## config.mk

```make
export PLATFORM = sky130hd
export DESIGN_NAME = system_config_port_control
export DESIGN_NICKNAME = d
export VERILOG_FILES = /design/src/hdl/sys_config_pkg.sv /design/src/hdl/system_config_port_control.sv /design/src/hdl/port_lock_sequencer.sv /design/src/hdl/trigger_route_decoder.sv
export SDC_FILE = /design/constraint.sdc
export NUM_CORES = 1
export LEC_CHECK = 0
export BUFFER_PORTS_ARGS = -buffer_cell sky130_fd_sc_hd__buf_2
export CORE_ASPECT_RATIO = 0.9
export CORE_MARGIN = 1.5
export CORE_UTILIZATION = 51
export CTS_BUF_LIST = sky130_fd_sc_hd__clkbuf_8
export DETAILED_ROUTE_END_ITERATION = 10
export GPL_TIMING_DRIVEN = 0
export PLACE_DENSITY_LB_ADDON = 0.08
export SLEW_MARGIN = 40
export SYNTH_ARGS = -nofsm -noshare
export SYNTH_HDL_FRONTEND = slang
export SYNTH_HIERARCHICAL = 1
export SYNTH_SLANG_ARGS = --single-unit
```

## constraint.sdc

```tcl
create_clock -name clk -period 3.2 [get_ports clk]
set_clock_uncertainty 0.2 [all_clocks]
set_input_delay 0.8 -clock clk [delete_from_list [all_inputs] [get_ports clk]]
set_output_delay 0.8 -clock clk [all_outputs]
set_load 0.02 [all_outputs]
```

## src/hdl/sys_config_pkg.sv

```systemverilog
// How it works
// - port B and C each get low and high function select registers
// - four-bit field per pin, eight pins per word, only values 0 to 7 kept
// - lock word: enable bit 0, code bits 15:1, key bit 16
// - key bit reads one when the last lock sequence completed
// - committed protection blocks writes to port configuration registers
// - two-bit RTC route: off, standby wakeup, NMI, system interrupt
// - timer trigger code: 0 none, 1 external pin, 8 to 12 GPIO one to five
// - second timer field sits above the first and decodes identically
// - five domain voltage bits: zero means 3.3 V, one means 1.8 V
// - source bit gives SDMMC voltage select to controller (0) or software (1)
// - misc bit 0 selects fast oscillator 12 MHz (0) or 6 MHz (1)
// - DMA line 9 from second I2C (0) or SDMMC host (1)
// - DMA lines 10 and 11 from I2C three and four (0) or cipher tx/rx (1)
// - port A/B hysteresis enables, A low half, B high half, reset all ones
// - port C/D hysteresis: C in 15:0, D in 21:16, reset ones, rest reserved
// - read-only 128-bit ASCII chip identifier in the top sixteen bytes
package sys_config_pkg;
  localparam int ADDR_W = 8;
  localparam logic [1:0] RESP_OKAY = 2'b00;
  // register byte offsets
  localparam logic [7:0] OFF_PB_FSEL_LO = 8'h88;
  localparam logic [7:0] OFF_PB_FSEL_HI = 8'h8C;
  localparam logic [7:0] OFF_PC_FSEL_LO = 8'h90;
  localparam logic [7:0] OFF_PC_FSEL_HI = 8'h94;
  localparam logic [7:0] OFF_LOCK = 8'hC0;
  localparam logic [7:0] OFF_ROUTE = 8'hC4;
  localparam logic [7:0] OFF_VOLT = 8'hD0;
  localparam logic [7:0] OFF_MISC = 8'hD8;
  localparam logic [7:0] OFF_HYST_AB = 8'hDC;
  localparam logic [7:0] OFF_HYST_CD = 8'hE0;
  localparam logic [7:0] OFF_CHIP_IDENTIFIER = 8'hF0;
  // function select fields
  localparam logic [31:0] FSEL_MASK = 32'h77777777;
  localparam logic [31:0] FSEL_RESET = 32'h00000000;
  // lock register fields
  localparam int LOCK_EN_BIT = 0;
  localparam int LOCK_CODE_LSB = 1;
  localparam int LOCK_CODE_W = 15;
  localparam int LOCK_KEY_BIT = 16;
  // event routing fields and codes
  localparam int RTC_ROUTE_LSB = 8;
  localparam int TRIG_LSB = 16;
  localparam int TRIG_W = 4;
  localparam int TIMER_N = 2;
  localparam int GPIO_IRQ_N = 5;
  localparam logic [31:0] ROUTE_MASK = 32'h00FF0300;
  localparam logic [31:0] ROUTE_RESET = 32'h00000000;
  localparam logic [1:0] RTC_TO_WAKEUP = 2'h1;
  localparam logic [1:0] RTC_TO_NMI = 2'h2;
  localparam logic [1:0] RTC_TO_SYSIRQ = 2'h3;
  localparam logic [3:0] TRIG_EXT_PIN = 4'h1;
  localparam logic [3:0] TRIG_GPIO_FIRST = 4'h8;
  // voltage select fields
  localparam int VOLT_SDMMC_BIT = 2;
  localparam logic [31:0] VOLT_MASK = 32'h0000001F;
  localparam logic [31:0] VOLT_RESET = 32'h00000000;
  // miscellaneous fields
  localparam int OSC_RATE_BIT = 0;
  localparam int DMA9_SRC_BIT = 1;
  localparam int DMA1011_SRC_BIT = 2;
  localparam int SDMMC_SRC_BIT = 3;
  localparam logic [31:0] MISC_MASK = 32'h0000000F;
  localparam logic [31:0] MISC_RESET = 32'h00000000;
  // hysteresis registers
  localparam logic [31:0] HYST_AB_RESET = 32'hFFFFFFFF;
  localparam logic [31:0] HYST_CD_RESET = 32'h003FFFFF;
  typedef enum logic [1:0] {LOCK_IDLE, LOCK_FIRST, LOCK_SECOND} lock_state_t;
endpackage

```

## src/hdl/system_config_port_control.sv

```systemverilog
// Chosen here: the AXI4-Lite interface to the registers.
`timescale 1ns/1ps
module system_config_port_control import sys_config_pkg::*; #(
  // arbitrary identifier text, sixteen ascii characters
  parameter logic [127:0] CHIP_IDENTIFIER_VALUE = "CFGBLK-ID-000001"
) (
  input wire logic clk,
  input wire logic rst_n,
  input wire logic ce,
  input wire logic [ADDR_W-1:0] awaddr,
  input wire logic [2:0] awprot,
  input wire logic awvalid,
  output logic awready,
  input wire logic [31:0] wdata,
  input wire logic [3:0] wstrb,
  input wire logic wvalid,
  output logic wready,
  output logic [1:0] bresp,
  output logic bvalid,
  input wire logic bready,
  input wire logic [ADDR_W-1:0] araddr,
  input wire logic [2:0] arprot,
  input wire logic arvalid,
  output logic arready,
  output logic [31:0] rdata,
  output logic [1:0] rresp,
  output logic rvalid,
  input wire logic rready,
  input wire logic rtcEvent,
  input wire logic externalPinIrq,
  input wire logic [GPIO_IRQ_N-1:0] gpioIrq,
  input wire logic sdmmcCtrlLowVolt,
  input wire logic i2cTwoReq,
  input wire logic sdmmcHostReq,
  input wire logic i2cThreeReq,
  input wire logic i2cFourReq,
  input wire logic cipherTxReq,
  input wire logic cipherRxReq,
  output logic [63:0] portBFunction,
  output logic [63:0] portCFunction,
  output logic portProtectOn,
  output logic rtcToWakeup,
  output logic rtcToNmi,
  output logic rtcToSysIrq,
  output logic timerOneTrigger,
  output logic timerTwoTrigger,
  output logic mainDomainLowVolt,
  output logic sdioDomainLowVolt,
  output logic sdmmcDomainLowVolt,
  output logic flashDomainLowVolt,
  output logic rtcDomainLowVolt,
  output logic fastOscRateSelect,
  output logic dmaReq9,
  output logic dmaReq10,
  output logic dmaReq11,
  output logic [15:0] portAPinHysteresis,
  output logic [15:0] portBPinHysteresis,
  output logic [15:0] portCPinHysteresis,
  output logic [5:0] portDPinHysteresis
);
  // byte-lane merge with reserved bits forced to zero
  function automatic logic [31:0] mergeBytes(input logic [31:0] oldWord,
                                             input logic [31:0] newWord,
                                             input logic [3:0] strb,
                                             input logic [31:0] mask);
    logic [31:0] res;
    res = oldWord;
    for (int b = 0; b < 4; b++) begin
      if (strb[b]) begin
        res[8*b +: 8] = newWord[8*b +: 8];
      end
    end
    return res & mask;
  endfunction

  // word-index match against a byte offset
  function automatic logic hitWord(input logic [ADDR_W-1:0] addr,
                                   input logic [7:0] offset);
    return addr[ADDR_W-1:2] == offset[7:2];
  endfunction

  // write channel holding registers
  logic awHeld_reg, wHeld_reg, bvalid_reg;
  logic [ADDR_W-1:0] awAddr_reg;
  logic [31:0] wData_reg;
  logic [3:0] wStrb_reg;
  // read channel
  logic rvalid_reg;
  logic [31:0] rdata_reg;
  // register bank
  logic [31:0] pbLo_reg, pbHi_reg, pcLo_reg, pcHi_reg;
  logic [31:0] route_reg, volt_reg, misc_reg, hystAb_reg, hystCd_reg;
  // registered outputs
  logic rtcWake_reg, rtcNmi_reg, rtcSys_reg;
  logic [TIMER_N-1:0] timerTrig_reg;
  logic sdmmcVolt_reg, dma9_reg, dma10_reg, dma11_reg;

  // lock engine status
  logic protectOn, lockOk;
  logic [LOCK_CODE_W-1:0] lockCode;

  // handshakes: one write and one read in flight, all frozen by ce
  assign awready = ce && !awHeld_reg && !bvalid_reg;
  assign wready = ce && !wHeld_reg && !bvalid_reg;
  assign arready = ce && !rvalid_reg;
  wire awTake = awvalid && awready;
  wire wTake = wvalid && wready;
  wire arTake = arvalid && arready;
  wire haveAw = awHeld_reg || awTake;
  wire haveW = wHeld_reg || wTake;
  wire doWrite = haveAw && haveW;
  wire [ADDR_W-1:0] wrAddr = awHeld_reg ? awAddr_reg : awaddr;
  wire [31:0] wrData = wHeld_reg ? wData_reg : wdata;
  wire [3:0] wrStrb = wHeld_reg ? wStrb_reg : wstrb;

  // write decode; port registers gated by protection
  wire portWritable = !protectOn;
  wire wrPbLo = doWrite && portWritable && hitWord(wrAddr, OFF_PB_FSEL_LO);
  wire wrPbHi = doWrite && portWritable && hitWord(wrAddr, OFF_PB_FSEL_HI);
  wire wrPcLo = doWrite && portWritable && hitWord(wrAddr, OFF_PC_FSEL_LO);
  wire wrPcHi = doWrite && portWritable && hitWord(wrAddr, OFF_PC_FSEL_HI);
  wire wrHystAb = doWrite && portWritable && hitWord(wrAddr, OFF_HYST_AB);
  wire wrHystCd = doWrite && portWritable && hitWord(wrAddr, OFF_HYST_CD);
  wire wrRoute = doWrite && hitWord(wrAddr, OFF_ROUTE);
  wire wrVolt = doWrite && hitWord(wrAddr, OFF_VOLT);
  wire wrMisc = doWrite && hitWord(wrAddr, OFF_MISC);
  // lock word counts only when all three low lanes are written
  wire wrLock = doWrite && hitWord(wrAddr, OFF_LOCK) && (&wrStrb[2:0]);

  // write channel state
  always_ff @(posedge clk or negedge rst_n) begin
    if (!rst_n) begin
      awHeld_reg <= 1'b0;
      wHeld_reg <= 1'b0;
      bvalid_reg <= 1'b0;
      awAddr_reg <= '0;
      wData_reg <= '0;
      wStrb_reg <= '0;
    end else if (ce) begin
      if (awTake) awAddr_reg <= awaddr;
      if (wTake) begin
        wData_reg <= wdata;
        wStrb_reg <= wstrb;
      end
      awHeld_reg <= haveAw && !doWrite;
      wHeld_reg <= haveW && !doWrite;
      bvalid_reg <= doWrite || (bvalid_reg && !bready);
    end
  end

  // port B and C function selects, values 8 and above cannot be stored
  always_ff @(posedge clk or negedge rst_n) begin
    if (!rst_n) begin
      pbLo_reg <= FSEL_RESET;
      pbHi_reg <= FSEL_RESET;
      pcLo_reg <= FSEL_RESET;
      pcHi_reg <= FSEL_RESET;
    end else if (ce) begin
      if (wrPbLo) pbLo_reg <= mergeBytes(pbLo_reg, wrData, wrStrb, FSEL_MASK);
      if (wrPbHi) pbHi_reg <= mergeBytes(pbHi_reg, wrData, wrStrb, FSEL_MASK);
      if (wrPcLo) pcLo_reg <= mergeBytes(pcLo_reg, wrData, wrStrb, FSEL_MASK);
      if (wrPcHi) pcHi_reg <= mergeBytes(pcHi_reg, wrData, wrStrb, FSEL_MASK);
    end
  end

  // hysteresis enables, all on after reset
  always_ff @(posedge clk or negedge rst_n) begin
    if (!rst_n) begin
      hystAb_reg <= HYST_AB_RESET;
      hystCd_reg <= HYST_CD_RESET;
    end else if (ce) begin
      if (wrHystAb) hystAb_reg <= mergeBytes(hystAb_reg, wrData, wrStrb, HYST_AB_RESET);
      if (wrHystCd) hystCd_reg <= mergeBytes(hystCd_reg, wrData, wrStrb, HYST_CD_RESET);
    end
  end

  // routing, voltage and miscellaneous settings; reserved bits masked
  always_ff @(posedge clk or negedge rst_n) begin
    if (!rst_n) begin
      route_reg <= ROUTE_RESET;
      volt_reg <= VOLT_RESET;
      misc_reg <= MISC_RESET;
    end else if (ce) begin
      if (wrRoute) route_reg <= mergeBytes(route_reg, wrData, wrStrb, ROUTE_MASK);
      if (wrVolt) volt_reg <= mergeBytes(volt_reg, wrData, wrStrb, VOLT_MASK);
      if (wrMisc) misc_reg <= mergeBytes(misc_reg, wrData, wrStrb, MISC_MASK);
    end
  end

  // keyed write-protection sequence
  port_lock_sequencer lock_u (
    .clk(clk),
    .rst_n(rst_n),
    .ce(ce),
    .wrStrobe(wrLock),
    .wrData(wrData),
    .protectOn(protectOn),
    .seqOk(lockOk),
    .codeHeld(lockCode)
  );

  // read decode; unmapped offsets and reserved bits read zero
  wire [31:0] lockWord = {15'h0000, lockOk, lockCode, protectOn};
  wire [31:0] voltWord = {volt_reg[31:3], sdmmcVolt_reg, volt_reg[1:0]};
  wire idHit = araddr[ADDR_W-1:4] == OFF_CHIP_IDENTIFIER[7:4];
  wire [31:0] idWord = CHIP_IDENTIFIER_VALUE[{araddr[3:2], 5'b00000} +: 32];
  wire [31:0] readWord =
    hitWord(araddr, OFF_PB_FSEL_LO) ? pbLo_reg :
    hitWord(araddr, OFF_PB_FSEL_HI) ? pbHi_reg :
    hitWord(araddr, OFF_PC_FSEL_LO) ? pcLo_reg :
    hitWord(araddr, OFF_PC_FSEL_HI) ? pcHi_reg :
    hitWord(araddr, OFF_LOCK) ? lockWord :
    hitWord(araddr, OFF_ROUTE) ? route_reg :
    hitWord(araddr, OFF_VOLT) ? voltWord :
    hitWord(araddr, OFF_MISC) ? misc_reg :
    hitWord(araddr, OFF_HYST_AB) ? hystAb_reg :
    hitWord(araddr, OFF_HYST_CD) ? hystCd_reg :
    idHit ? idWord : 32'h00000000;

  // read channel state
  always_ff @(posedge clk or negedge rst_n) begin
    if (!rst_n) begin
      rvalid_reg <= 1'b0;
      rdata_reg <= '0;
    end else if (ce) begin
      if (arTake) rdata_reg <= readWord;
      rvalid_reg <= arTake || (rvalid_reg && !rready);
    end
  end

  // rtc event routing
  wire [1:0] rtcRoute = route_reg[RTC_ROUTE_LSB +: 2];
  wire rtcWakeNext = rtcEvent && (rtcRoute == RTC_TO_WAKEUP);
  wire rtcNmiNext = rtcEvent && (rtcRoute == RTC_TO_NMI);
  wire rtcSysNext = rtcEvent && (rtcRoute == RTC_TO_SYSIRQ);

  // timer triggers, second field directly above the first
  logic [TIMER_N-1:0] timerTrigNext;
  genvar t;
  generate
    for (t = 0; t < TIMER_N; t++) begin : g_timer
      trigger_route_decoder dec_u (
        .code(route_reg[TRIG_LSB + t*TRIG_W +: TRIG_W]),
        .externalPinIrq(externalPinIrq),
        .gpioIrq(gpioIrq),
        .trigger(timerTrigNext[t])
      );
    end
  endgenerate

  // voltage source and dma request selection
  wire swOwnsSdmmc = misc_reg[SDMMC_SRC_BIT];
  wire sdmmcVoltNext = swOwnsSdmmc ? volt_reg[VOLT_SDMMC_BIT] : sdmmcCtrlLowVolt;
  wire dma9Next = misc_reg[DMA9_SRC_BIT] ? sdmmcHostReq : i2cTwoReq;
  wire dma10Next = misc_reg[DMA1011_SRC_BIT] ? cipherTxReq : i2cThreeReq;
  wire dma11Next = misc_reg[DMA1011_SRC_BIT] ? cipherRxReq : i2cFourReq;

  // registered event and request outputs, one cycle behind their inputs
  always_ff @(posedge clk or negedge rst_n) begin
    if (!rst_n) begin
      rtcWake_reg <= 1'b0;
      rtcNmi_reg <= 1'b0;
      rtcSys_reg <= 1'b0;
      timerTrig_reg <= '0;
      sdmmcVolt_reg <= 1'b0;
      dma9_reg <= 1'b0;
      dma10_reg <= 1'b0;
      dma11_reg <= 1'b0;
    end else if (ce) begin
      rtcWake_reg <= rtcWakeNext;
      rtcNmi_reg <= rtcNmiNext;
      rtcSys_reg <= rtcSysNext;
      timerTrig_reg <= timerTrigNext;
      sdmmcVolt_reg <= sdmmcVoltNext;
      dma9_reg <= dma9Next;
      dma10_reg <= dma10Next;
      dma11_reg <= dma11Next;
    end
  end

  // bus outputs
  assign bvalid = bvalid_reg;
  assign bresp = RESP_OKAY;
  assign rvalid = rvalid_reg;
  assign rdata = rdata_reg;
  assign rresp = RESP_OKAY;

  // configuration outputs straight from the registers
  assign portBFunction = {pbHi_reg, pbLo_reg};
  assign portCFunction = {pcHi_reg, pcLo_reg};
  assign portProtectOn = protectOn;
  assign rtcToWakeup = rtcWake_reg;
  assign rtcToNmi = rtcNmi_reg;
  assign rtcToSysIrq = rtcSys_reg;
  assign timerOneTrigger = timerTrig_reg[0];
  assign timerTwoTrigger = timerTrig_reg[1];
  assign mainDomainLowVolt = volt_reg[0];
  assign sdioDomainLowVolt = volt_reg[1];
  assign sdmmcDomainLowVolt = sdmmcVolt_reg;
  assign flashDomainLowVolt = volt_reg[3];
  assign rtcDomainLowVolt = volt_reg[4];
  assign fastOscRateSelect = misc_reg[OSC_RATE_BIT];
  assign dmaReq9 = dma9_reg;
  assign dmaReq10 = dma10_reg;
  assign dmaReq11 = dma11_reg;
  assign portAPinHysteresis = hystAb_reg[15:0];
  assign portBPinHysteresis = hystAb_reg[31:16];
  assign portCPinHysteresis = hystCd_reg[15:0];
  assign portDPinHysteresis = hystCd_reg[21:16];
endmodule // system_config_port_control

```

## src/hdl/port_lock_sequencer.sv

```systemverilog
`timescale 1ns/1ps
module port_lock_sequencer import sys_config_pkg::*; (
  input wire logic clk,
  input wire logic rst_n,
  input wire logic ce,
  input wire logic wrStrobe,
  input wire logic [31:0] wrData,
  output logic protectOn,
  output logic seqOk,
  output logic [LOCK_CODE_W-1:0] codeHeld
);
  lock_state_t state_reg, state_next;
  logic enHeld_reg;
  logic [LOCK_CODE_W-1:0] code_reg;
  logic protect_reg, protect_next, ok_reg, ok_next;
  wire keyBit = wrData[LOCK_KEY_BIT];
  wire enBit = wrData[LOCK_EN_BIT];
  wire [LOCK_CODE_W-1:0] codeBits = wrData[LOCK_CODE_LSB +: LOCK_CODE_W];
  wire sameWord = (enBit == enHeld_reg) && (codeBits == code_reg);
  wire firstWrite = wrStrobe && keyBit && (state_reg != LOCK_SECOND || !sameWord);

  // three-write sequence; a key write in the second step restarts it, other mismatches drop back to idle with failure
  always_comb begin
    state_next = state_reg;
    protect_next = protect_reg;
    ok_next = ok_reg;
    if (wrStrobe) begin
      unique case (state_reg)
        LOCK_IDLE: begin
          if (keyBit) begin
            state_next = LOCK_FIRST;
            ok_next = 1'b0;
          end
        end
        LOCK_FIRST: begin
          if (!keyBit && sameWord) begin
            state_next = LOCK_SECOND;
          end else if (keyBit) begin
            state_next = LOCK_FIRST;
            ok_next = 1'b0;
          end else begin
            state_next = LOCK_IDLE;
            ok_next = 1'b0;
          end
        end
        LOCK_SECOND: begin
          if (keyBit && sameWord) begin
            state_next = LOCK_IDLE;
            protect_next = enHeld_reg;
            ok_next = 1'b1;
          end else begin
            state_next = LOCK_IDLE;
            ok_next = 1'b0;
          end
        end
      endcase
    end
  end

  // state and capture of the first write
  always_ff @(posedge clk or negedge rst_n) begin
    if (!rst_n) begin
      state_reg <= LOCK_IDLE;
      protect_reg <= 1'b0;
      ok_reg <= 1'b0;
      enHeld_reg <= 1'b0;
      code_reg <= '0;
    end else if (ce) begin
      state_reg <= state_next;
      protect_reg <= protect_next;
      ok_reg <= ok_next;
      if (firstWrite) begin
        enHeld_reg <= enBit;
        code_reg <= codeBits;
      end
    end
  end

  assign protectOn = protect_reg;
  assign seqOk = ok_reg;
  assign codeHeld = code_reg;
endmodule // port_lock_sequencer

```

## src/hdl/trigger_route_decoder.sv

```systemverilog
`timescale 1ns/1ps
module trigger_route_decoder import sys_config_pkg::*; (
  input wire logic [TRIG_W-1:0] code,
  input wire logic externalPinIrq,
  input wire logic [GPIO_IRQ_N-1:0] gpioIrq,
  output logic trigger
);
  wire [TRIG_W-1:0] gpioIdx = code - TRIG_GPIO_FIRST;
  wire isExt = (code == TRIG_EXT_PIN);
  wire isGpio = (code >= TRIG_GPIO_FIRST) && (gpioIdx < TRIG_W'(GPIO_IRQ_N));
  wire [2:0] gpioSel = gpioIdx[2:0];

  // none, external pin, or one of the gpio lines; reserved codes give nothing
  assign trigger = (isExt && externalPinIrq) || (isGpio && gpioIrq[gpioSel]);
endmodule // trigger_route_decoder

```

### Yosys cells after proc, flatten, opt, wreduce, memory -nomap -nowiden

Cells that the tools add are included.

| word-level totals | value |
|---|---|
| register bits after elaboration | 278 |
| output and inout port bits | 238 |

| operators by class | value |
|---|---|
| add/sub/neg operators | 2 |
| $lt $le $gt $ge | 6 |
| eq/ne operators | 33 |
| shift-type cells | 1 |
| muxes and demuxes | 30 |
| reductions and logical operators | 92 |

Operators by type and width:

| operator | number |
|---|---|
| two-way mux 32 bit | 12 |
| variable part select 128 x 8 -> 32 bit, first input constant | 1 |
| equality test 6 bit, second input constant | 20 |
| AND reduction 3 bit | 29 |
| logical AND 1 bit | 39 |
| equality test 15 bit | 1 |
| logical NOT 1 bit | 10 |
| two-way mux 1 bit | 10 |
| equality test 4 x 1 -> 1 bit, second input constant | 2 |
| greater-or-equal comparator 4 bit, second input constant | 2 |
| < comparator 3 x 4 -> 1 bit, second input constant | 2 |
| < comparator 4 x 3 -> 1 bit, second input constant | 2 |
| two-way mux 8 bit | 1 |
| AND reduction 2 bit | 4 |
| AND reduction 4 bit | 2 |
| subtractor 4 bit, second input constant | 2 |
| logical OR 1 bit | 7 |
| binary-select mux 1 bit (select 3 bit) | 2 |
| equality test 2 bit, second input constant | 3 |
| case mux 2 bit (3 select lines) | 1 |
| equality test 2 x 1 -> 1 bit, second input constant | 2 |
| equality test 4 bit, second input constant | 1 |
| two-way mux 2 bit | 2 |
| two-way mux 4 bit | 1 |
| 5 further kinds | 6 |

### Depth between registers and ports, before layout

Gate-level depths: netlist of the first run.

| logic depth | value |
|---|---|
| depth after elaboration | 12 |
| depth in mapped cells | 10 |
| depth with buffers taken out | 8 |

### Cells and area by module

The synthesis of the first run kept the hierarchy.

By module, submodules not included:

| module | instances | cells each | area each (um^2) | sequential area each (um^2) |
|---|---|---|---|---|
| system_config_port_control | 1 | 1,072 | 13,095.1 | 6,473.7 |
| port_lock_sequencer | 1 | 75 | 1,018.5 | 500.5 |
| trigger_route_decoder | 2 | 11 | 78.8 | 0.0 |

### Worst setup path before layout of the first run

OpenSTA, ideal clock, no wires.

| path | value |
|---|---|
| kind | register to register |
| from | reg wHeld_reg |
| to | reg lock_u.code_reg[0] (netlist: lock_u/codeHeld[0]) |
| library setup time | 0.125 ns |
| data arrival time | 2.820 ns |
| data required time | 2.875 ns |
| slack | 0.055 ns |
| stages on the path, launching flop included | 11 |
| path buffers | 4 |
| path through | dfrtp_1 buf_4 clkbuf_1 clkbuf_1 mux2_2 xnor2_1 nand4_1 nor4_4 a21oi_2 buf_6 mux2_4 |

| between the ends | value |
|---|---|
| elaborated cells between the ends (all ways) | 19 |

RTL lines:

| element | line | source |
|---|---|---|
| start: declaration | system_config_port_control.sv:83 | `logic awHeld_reg, wHeld_reg, bvalid_reg;` |
| start signal: assignment | system_config_port_control.sv:146 | `wHeld_reg <= haveW && !doWrite;` |
| two-way mux 32 bit | system_config_port_control.sv:113 | `wire [31:0] wrData = wHeld_reg ? wData_reg : wdata;` |
| net wrData[3] | system_config_port_control.sv:113 |  |
| equality test 15 bit | port_lock_sequencer.sv:19 | `wire sameWord = (enBit == enHeld_reg) && (codeBits == code_reg);` |
| logical AND 1 bit | port_lock_sequencer.sv:19 |  |
| logical NOT 1 bit | port_lock_sequencer.sv:20 | `wire firstWrite = wrStrobe && keyBit && (state_reg != LOCK_SECOND \|\| !sameWord);` |
| logical OR 1 bit | port_lock_sequencer.sv:20 |  |
| logical AND 1 bit | port_lock_sequencer.sv:20 |  |
| AND reduction 2 bit (no source line) | n/a |  |
| end signal: assignment | port_lock_sequencer.sv:74 | `code_reg <= codeBits;` |
| end: declaration | port_lock_sequencer.sv:14 | `logic [LOCK_CODE_W-1:0] code_reg;` |

The timed path passes the listed nets, and every way through them passes these cells.
A chain may end at the register's enable or synchronous reset.

### Final worst setup path of the first run

| path | value |
|---|---|
| from | in ce |
| to | reg rdata_reg[10] (netlist: rdata[10]) |

| between the ends | value |
|---|---|
| longest elaborated chain between the ends | 3 |

Ends and longest elaborated chain:

| element | line | source |
|---|---|---|
| start: declaration | system_config_port_control.sv:9 | `input wire logic ce,` |
| logical AND 1 bit | system_config_port_control.sv:105 | `assign arready = ce && !rvalid_reg;` |
| logical AND 1 bit | system_config_port_control.sv:108 | `wire arTake = arvalid && arready;` |
| AND reduction 2 bit (no source line) * | n/a |  |
| end signal: assignment | system_config_port_control.sv:226 | `if (arTake) rdata_reg <= readWord;` |
| end: declaration | system_config_port_control.sv:89 | `logic [31:0] rdata_reg;` |

Mark *: on every way between the ends. The rest lies on a longest branch, timed or not.

==> impl_metrics.tcl, run 1 <==
set metrics [dict create \
    synthesis.area_um2 14300 \
    ir_worst_vdd_mv 0.408 \
    grt_pass1_vias 11228 \
    clk_latency_ns 0.57 \
    vias 11592 \
    p_leak_nw 8.55 \
    fillCellCount 2275 \
    path_cells "buf_2, buf_2, and3b_1, clkbuf_1, o21ai_1, a21oi_1, o311ai_0, and3_1" \
    crit_type "in2reg" \
    synth.distinct_cells 91 \
    synth_edf_count 0 \
    drc 0 \
    violations "negative setup slack" \
    die_x_um 179 \
    cts-root-buf "clkbuf_8" \
    tritoncts "done" \
    synthSimpleGateAreaFrac 0.114 \
    mostFrequentLayoutCell "buf_2" \
    core_area_um2 27200 \
    drv_slew 0 \
    routed_wl_mm 47.7 \
    drt_first_iter_violations 971 \
    die_height_um 162 \
    multi_input_area_um2 6870 \
    grt_pass1_wl_mm 70.7 \
    initial_utilization 0.524 \
    post-route-period-util 1.00 \
    fin_util 0.638 \
    layout_common_cells "buf_2, mux2_2, dfrtp_1" \
    async_flop_share 1.00 \
    ys_ff_latch 276 \
    cp.arrival_ns 3.45 \
    max_stage_delay_ns 0.46 \
    cts.clk_slew.worst_paths_ns 0.06 \
    synth_top_family_by_area "multiplexers" \
    seqCellArea_um2 6970 \
    place.gp.congestion 0.937 \
    synth_xor_area_frac 0.00982 \
    ys_seq_area_frac 0.489 \
    numCtsBuffers 46 \
    max-slew-margin-rel 0.388 \
    final-setup-viol-count 1 \
    clk_path_buf_depth 3 \
    row_count 57 \
    synth-compound-area-share 0.118 \
    min_period_ns 3.20 \
    pwr_density_cell_nw_per_um2 658 \
    synthCells 1169 \
    yosys_warnings 6 \
    muxShareOfSynthArea 0.223 \
    drive_gt1_frac 0.488 \
    die_area_um2 29000 \
    hp-class "in2reg" \
    grt_max_degree 69 \
    detail-route-antenna-nets 0 \
    hold_violations 0 \
    htree_levels 2 \
    whs_ns 0.284 \
    synthAdderAreaFrac 0.00438 \
    dr.pass1.iters 5 \
    p_total_mw 11.4 \
    io_buffers 270 \
    crit_path_top_delay_cell "clkbuf_1" \
    track_usage 0.330 \
    start_kind "input port" \
    status "finished, violations left" \
    synth_ff_type "dfrtp_1" \
    max_freq_mhz 312 \
    path_common_cell "buf_2" \
    avgSynthCellArea_um2 12.2 \
    io_pins 318 \
    grt.overflow.total 0 \
    antenna_found_initial 2 \
    cts_sinks 276 \
    critPathCaptureType "flop" \
    layout.nets 1615 \
    finalWorstSetupSlack_ns -0.000794 \
    wl_per_cell_um 24.8 \
    hpwlAfterDp_mm 35.8 \
    drv_cap 0 \
    critPathRequiredTime_ns 3.45 \
    rsz0062_at_grt "no" \
    drt-vias-per-instance 6.03 \
    areaGrowthSynthToFinish_pct 21.8 \
    crit_fanout 19 \
    worstMarginPinSlew_ns 0.915 \
]
-- path summary, 6_finish.rpt --
path | to | cells after the start | slack, ns | startpoint
worst max register to register | lock_u/codeHeld[2] | 10 | 0.09 | wHeld_reg
worst min-delay path | wData_reg[1] | 2 | 0.28 | wdata[1]
worst max-delay path | rdata[10] | 8 | -0.0008 | ce
max in group asynchronous | hystAb_reg[29] | 4 | 1.23 | rst_n
min in group asynchronous | wData_reg[6] | 2 | 0.54 | rst_n
worst min register to register | rtcToWakeup | 1 | 0.29 | rtcToWakeup
-- metal layers --
| metal | part of all wire | up-vias | GRT usage |
|---|---|---|---|
| met3 | 0.077 | 98 | 0.0517 |
| met1 | 0.44 | 5906 | 0.485 |
| met2 | 0.45 | 569 | 0.494 |
| met4 | 0.033 | 0 | 0.117 |
| li1 | - | 5019 | - |
| met5 | 0 | - | 0 |
-- final cells by class --
class                           instances  area share
Sequential cell                       276       0.401
Multi-Input combinational cell        820       0.395
Timing Repair Buffer                  280      0.0874
Clock buffer                           62      0.0491
Buffer                                 85      0.0304
Tap cell                              354      0.0255
Clock inverter                         21     0.00626
Inverter                               21     0.00453
Antenna cell                            2    0.000288
-- cell families after synthesis --
kind of cell	count (synthesis)
adders and majority gates	5
xor gates and xnor gates	16
other	1
buffers and inverters	108
muxes	272
DFF	276
AOI/OAI and AO/OA	237
and+or+nand+nor	254
-- synth_stat cells (all sizes together) (9+ instances only) --
cell | instances | area, um2
a22oi | 13 | 97.6
nand3 | 17 | 85.1
o211ai | 12 | 90.1
xnor2 | 16 | 140
inv | 21 | 78.8
nor3 | 20 | 155
a221oi | 12 | 105
o22ai | 13 | 87.6
nor2b | 10 | 62.6
o21ai | 41 | 205
o221ai | 9 | 78.8
and3 | 9 | 56.3
a21oi | 51 | 263
dfstp | 54 | 1420
dfrtp | 222 | 5560
nand2 | 57 | 221
nor4 | 14 | 244
mux2 | 267 | 3140
clkbuf | 31 | 116
nor2 | 65 | 317
buf | 56 | 397
-- worst max-delay path, delay by kind of cell --
kind | cells | cell delay (ns)
compound gates | 3 | 1.07
buf+inv | 3 | 1.00
simple gates | 2 | 0.56
-- power breakdown --
group	switching, mW	internal [mW]
Combinational	2.11	1.38
Clock	1.46	1.80
Sequential	0.500	4.18
-- timing repair --
action / in CTS / in global routing
resized for setup: 9 / 6
setup buffers: 2 / 3
endpoints found under the hold margin: 34 / 0
setup endpoints to repair: 22 / 20
hold buffers: 1 / 0
pin swaps: 1 / 0
-- per-stage QoR --
stage          instances  setup TNS [ns]  setup slack, ns  area, um2
4_1_cts             1917               0           0.0107      17300
2_1_floorplan       1204               0           0.0552      14400
6_report            1921       -0.000794        -0.000794      17400
3_5_place_dp        1832          -28.66           -0.758      16300
3_3_place_gp        1828        -1045.36            -4.05      16200
5_1_grt             1920               0           0.0204      17400
Note: power is estimated with default switching activity, not from simulation.
==> run 2: changes to the inputs <==
--- a/config.mk
+++ b/config.mk
@@ -7,7 +7,7 @@
 export LEC_CHECK = 0
 export BUFFER_PORTS_ARGS = -buffer_cell sky130_fd_sc_hd__buf_2
 export CORE_ASPECT_RATIO = 0.9
-export CORE_MARGIN = 1.5
+export CORE_MARGIN = 1
 export CORE_UTILIZATION = 51
 export CTS_BUF_LIST = sky130_fd_sc_hd__clkbuf_8
 export DETAILED_ROUTE_END_ITERATION = 10
==> run 2 against run 1 <==
The flow now finishes without violations. Register-to-register slack about the same. Sequential cell count unchanged. Core utilization down 0.15 points. Global-route usage up 0.43 points. Die area down 1.2%. Routed wire length down 0.31%. Critical path depth up 3. First-iteration DRC count down 11%.
==> impl_metrics.tcl, run 2 (synthesized netlist as in run 1, its figures left out) <==
set metrics [dict create \
    max-slew-margin-rel 0.388 \
    grt_max_degree 73 \
    whs_path_depth 2 \
    wl_per_cell_um 24.7 \
    pre_cts_ws_ns -0.744 \
    diodes 0 \
    cp.arrival_ns 3.39 \
    pwr_density_cell_nw_per_um2 654 \
    core_area_um2 27200 \
    clk_latency_ns 0.56 \
    hp-class "in2reg" \
    critPathCaptureType "flop" \
    areaGrowthSynthToFinish_pct 21.5 \
    fin_util 0.637 \
    routed_wl_mm 47.5 \
    grt.overflow.total 0 \
    layout_common_cells "buf_2, mux2_2, dfrtp_1" \
    dr.pass1.iters 5 \
    htree_levels 2 \
    io_buffers 270 \
    status "completed" \
    clk_path_buf_depth 3 \
    place.gp.congestion 0.941 \
    row_count 57 \
    hold_violations 0 \
    p_total_mw 11.3 \
    max_freq_mhz 318 \
    die_area_um2 28700 \
    drv_slew 0 \
    grt_pass1_wl_mm 70.7 \
    crit_fanout 10 \
    start_kind "input port" \
    tritoncts "done" \
    post-route-period-util 0.982 \
    min_to "wData_reg[20]" \
    cts_sinks 276 \
    hpwlAfterDp_mm 35.9 \
    layout.nets 1616 \
    detail-route-antenna-nets 0 \
    wl_met2_mm 21.2 \
    grt_pass1_vias 11453 \
    routed-wl-met3_mm 3.65 \
    r2r-start "awHeld_reg" \
    cts.clk_slew.worst_paths_ns 0.06 \
    drt-vias-per-instance 6.04 \
    drv_cap 0 \
    p_leak_nw 8.55 \
    critPathRequiredTime_ns 3.44 \
    rsz0062_at_grt "yes" \
    hold_start "wdata[20]" \
    fin_setup_tns_ns 0 \
    drive_gt1_frac 0.484 \
    numCtsBuffers 49 \
    m1WireLength_mm 20.9 \
    die_height_um 161 \
    worstMarginPinSlew_ns 0.914 \
    cts-root-buf "clkbuf_8" \
    ir_worst_vdd_mv 0.355 \
    worstReg2RegEnd "lock_u/codeHeld[0]" \
    final-setup-viol-count 0 \
    rrSetupSlack_ns 0.08 \
    min_period_ns 3.14 \
    finalWorstSetupSlack_ns 0.0579 \
    io_pins 318 \
    die_x_um 178 \
    topRoutingLayerUsed "met4" \
    crit_type "in2reg" \
    whs_ns 0.280 \
    vias 11618 \
    initial_utilization 0.524 \
    drt_first_iter_violations 867 \
    track_usage 0.334 \
    drc 0 \
    r2r_cells 10 \
    antenna_found_initial 0 \
    mostFrequentLayoutCell "buf_2" \
]
## run 2: cell types whose count changed in the layout (fill, tap and decap cells not counted), sizes merged
cell | previous run | this run
buf | 335 | 332
clkbuf | 91 | 87
clkinv | 3 | 6
diode | 2 | 0
inv | 38 | 45
## run 2: timing repair
| action | CTS | global route |
|---|---|---|
| resized for setup | 9 | 13 |
| buffers inserted | 2 | 0 |
| hold buffers | 1 | 0 |
| setup endpoints to repair | 22 | 32 |
| hold endpoints to repair | 29 | 0 |
| pin swaps | 1 | 0 |
## run 2: metal layers
layer  GRT usage  vias up
met5           0        -
met4       0.133        0
met3      0.0509      109
met2       0.499      578
met1       0.488     5912
li1            -     5019
## run 2: area by class of cell
class,instances,area (um2)
Fill cell,2324,9900
Sequential cell,276,6970
Multi-Input combinational cell,820,6880
Timing Repair Buffer,277,1500
Clock buffer,57,785
Buffer,86,538
Tap cell,354,443
Clock inverter,31,150
Inverter,21,78.8
## run 2: worst max-delay path: stages
cell and delay, ns:
buf_2 0.15, inv_1 0.08, ha_1 0.13, clkbuf_1 0.35, nand4b_1 0.34, or2_2 0.37
clkbuf_1 0.30, clkbuf_2 0.35, o221ai_1 0.23, a31oi_1 0.11, o21a_1 0.15
## run 2: how the worst max path moves through the flow
stage | from | to | cells past startpoint
2_1_floorplan | wHeld_reg | lock_u/codeHeld[0] | 10
3_3_place_gp | rst_n | pcHi_reg[25] | 1
3_5_place_dp | wHeld_reg | lock_u/codeHeld[9] | 10
4_1_cts | araddr[3] | rdata[8] | 8
5_1_grt | araddr[3] | rdata[8] | 10
6_report | araddr[3] | rdata[8] | 11
## run 2: stage by stage
stage | cell area (um2) | cells
final | 17300 | 1922
after global routing | 17300 | 1922
after CTS | 17300 | 1922
after detailed placement | 16300 | 1832
after global placement | 16200 | 1828
after floorplan | 14400 | 1204
## run 2: report_power, final
| group | leakage, nW | switching [mW] | total (mW) | internal (mW) |
|---|---|---|---|---|
| registers | 3.50 | 0.503 | 4.69 | 4.18 |
| clock network | 0.575 | 1.47 | 3.16 | 1.69 |
| logic | 4.47 | 2.12 | 3.50 | 1.39 |
| total | 8.55 | 4.08 | 11.3 | 7.27 |
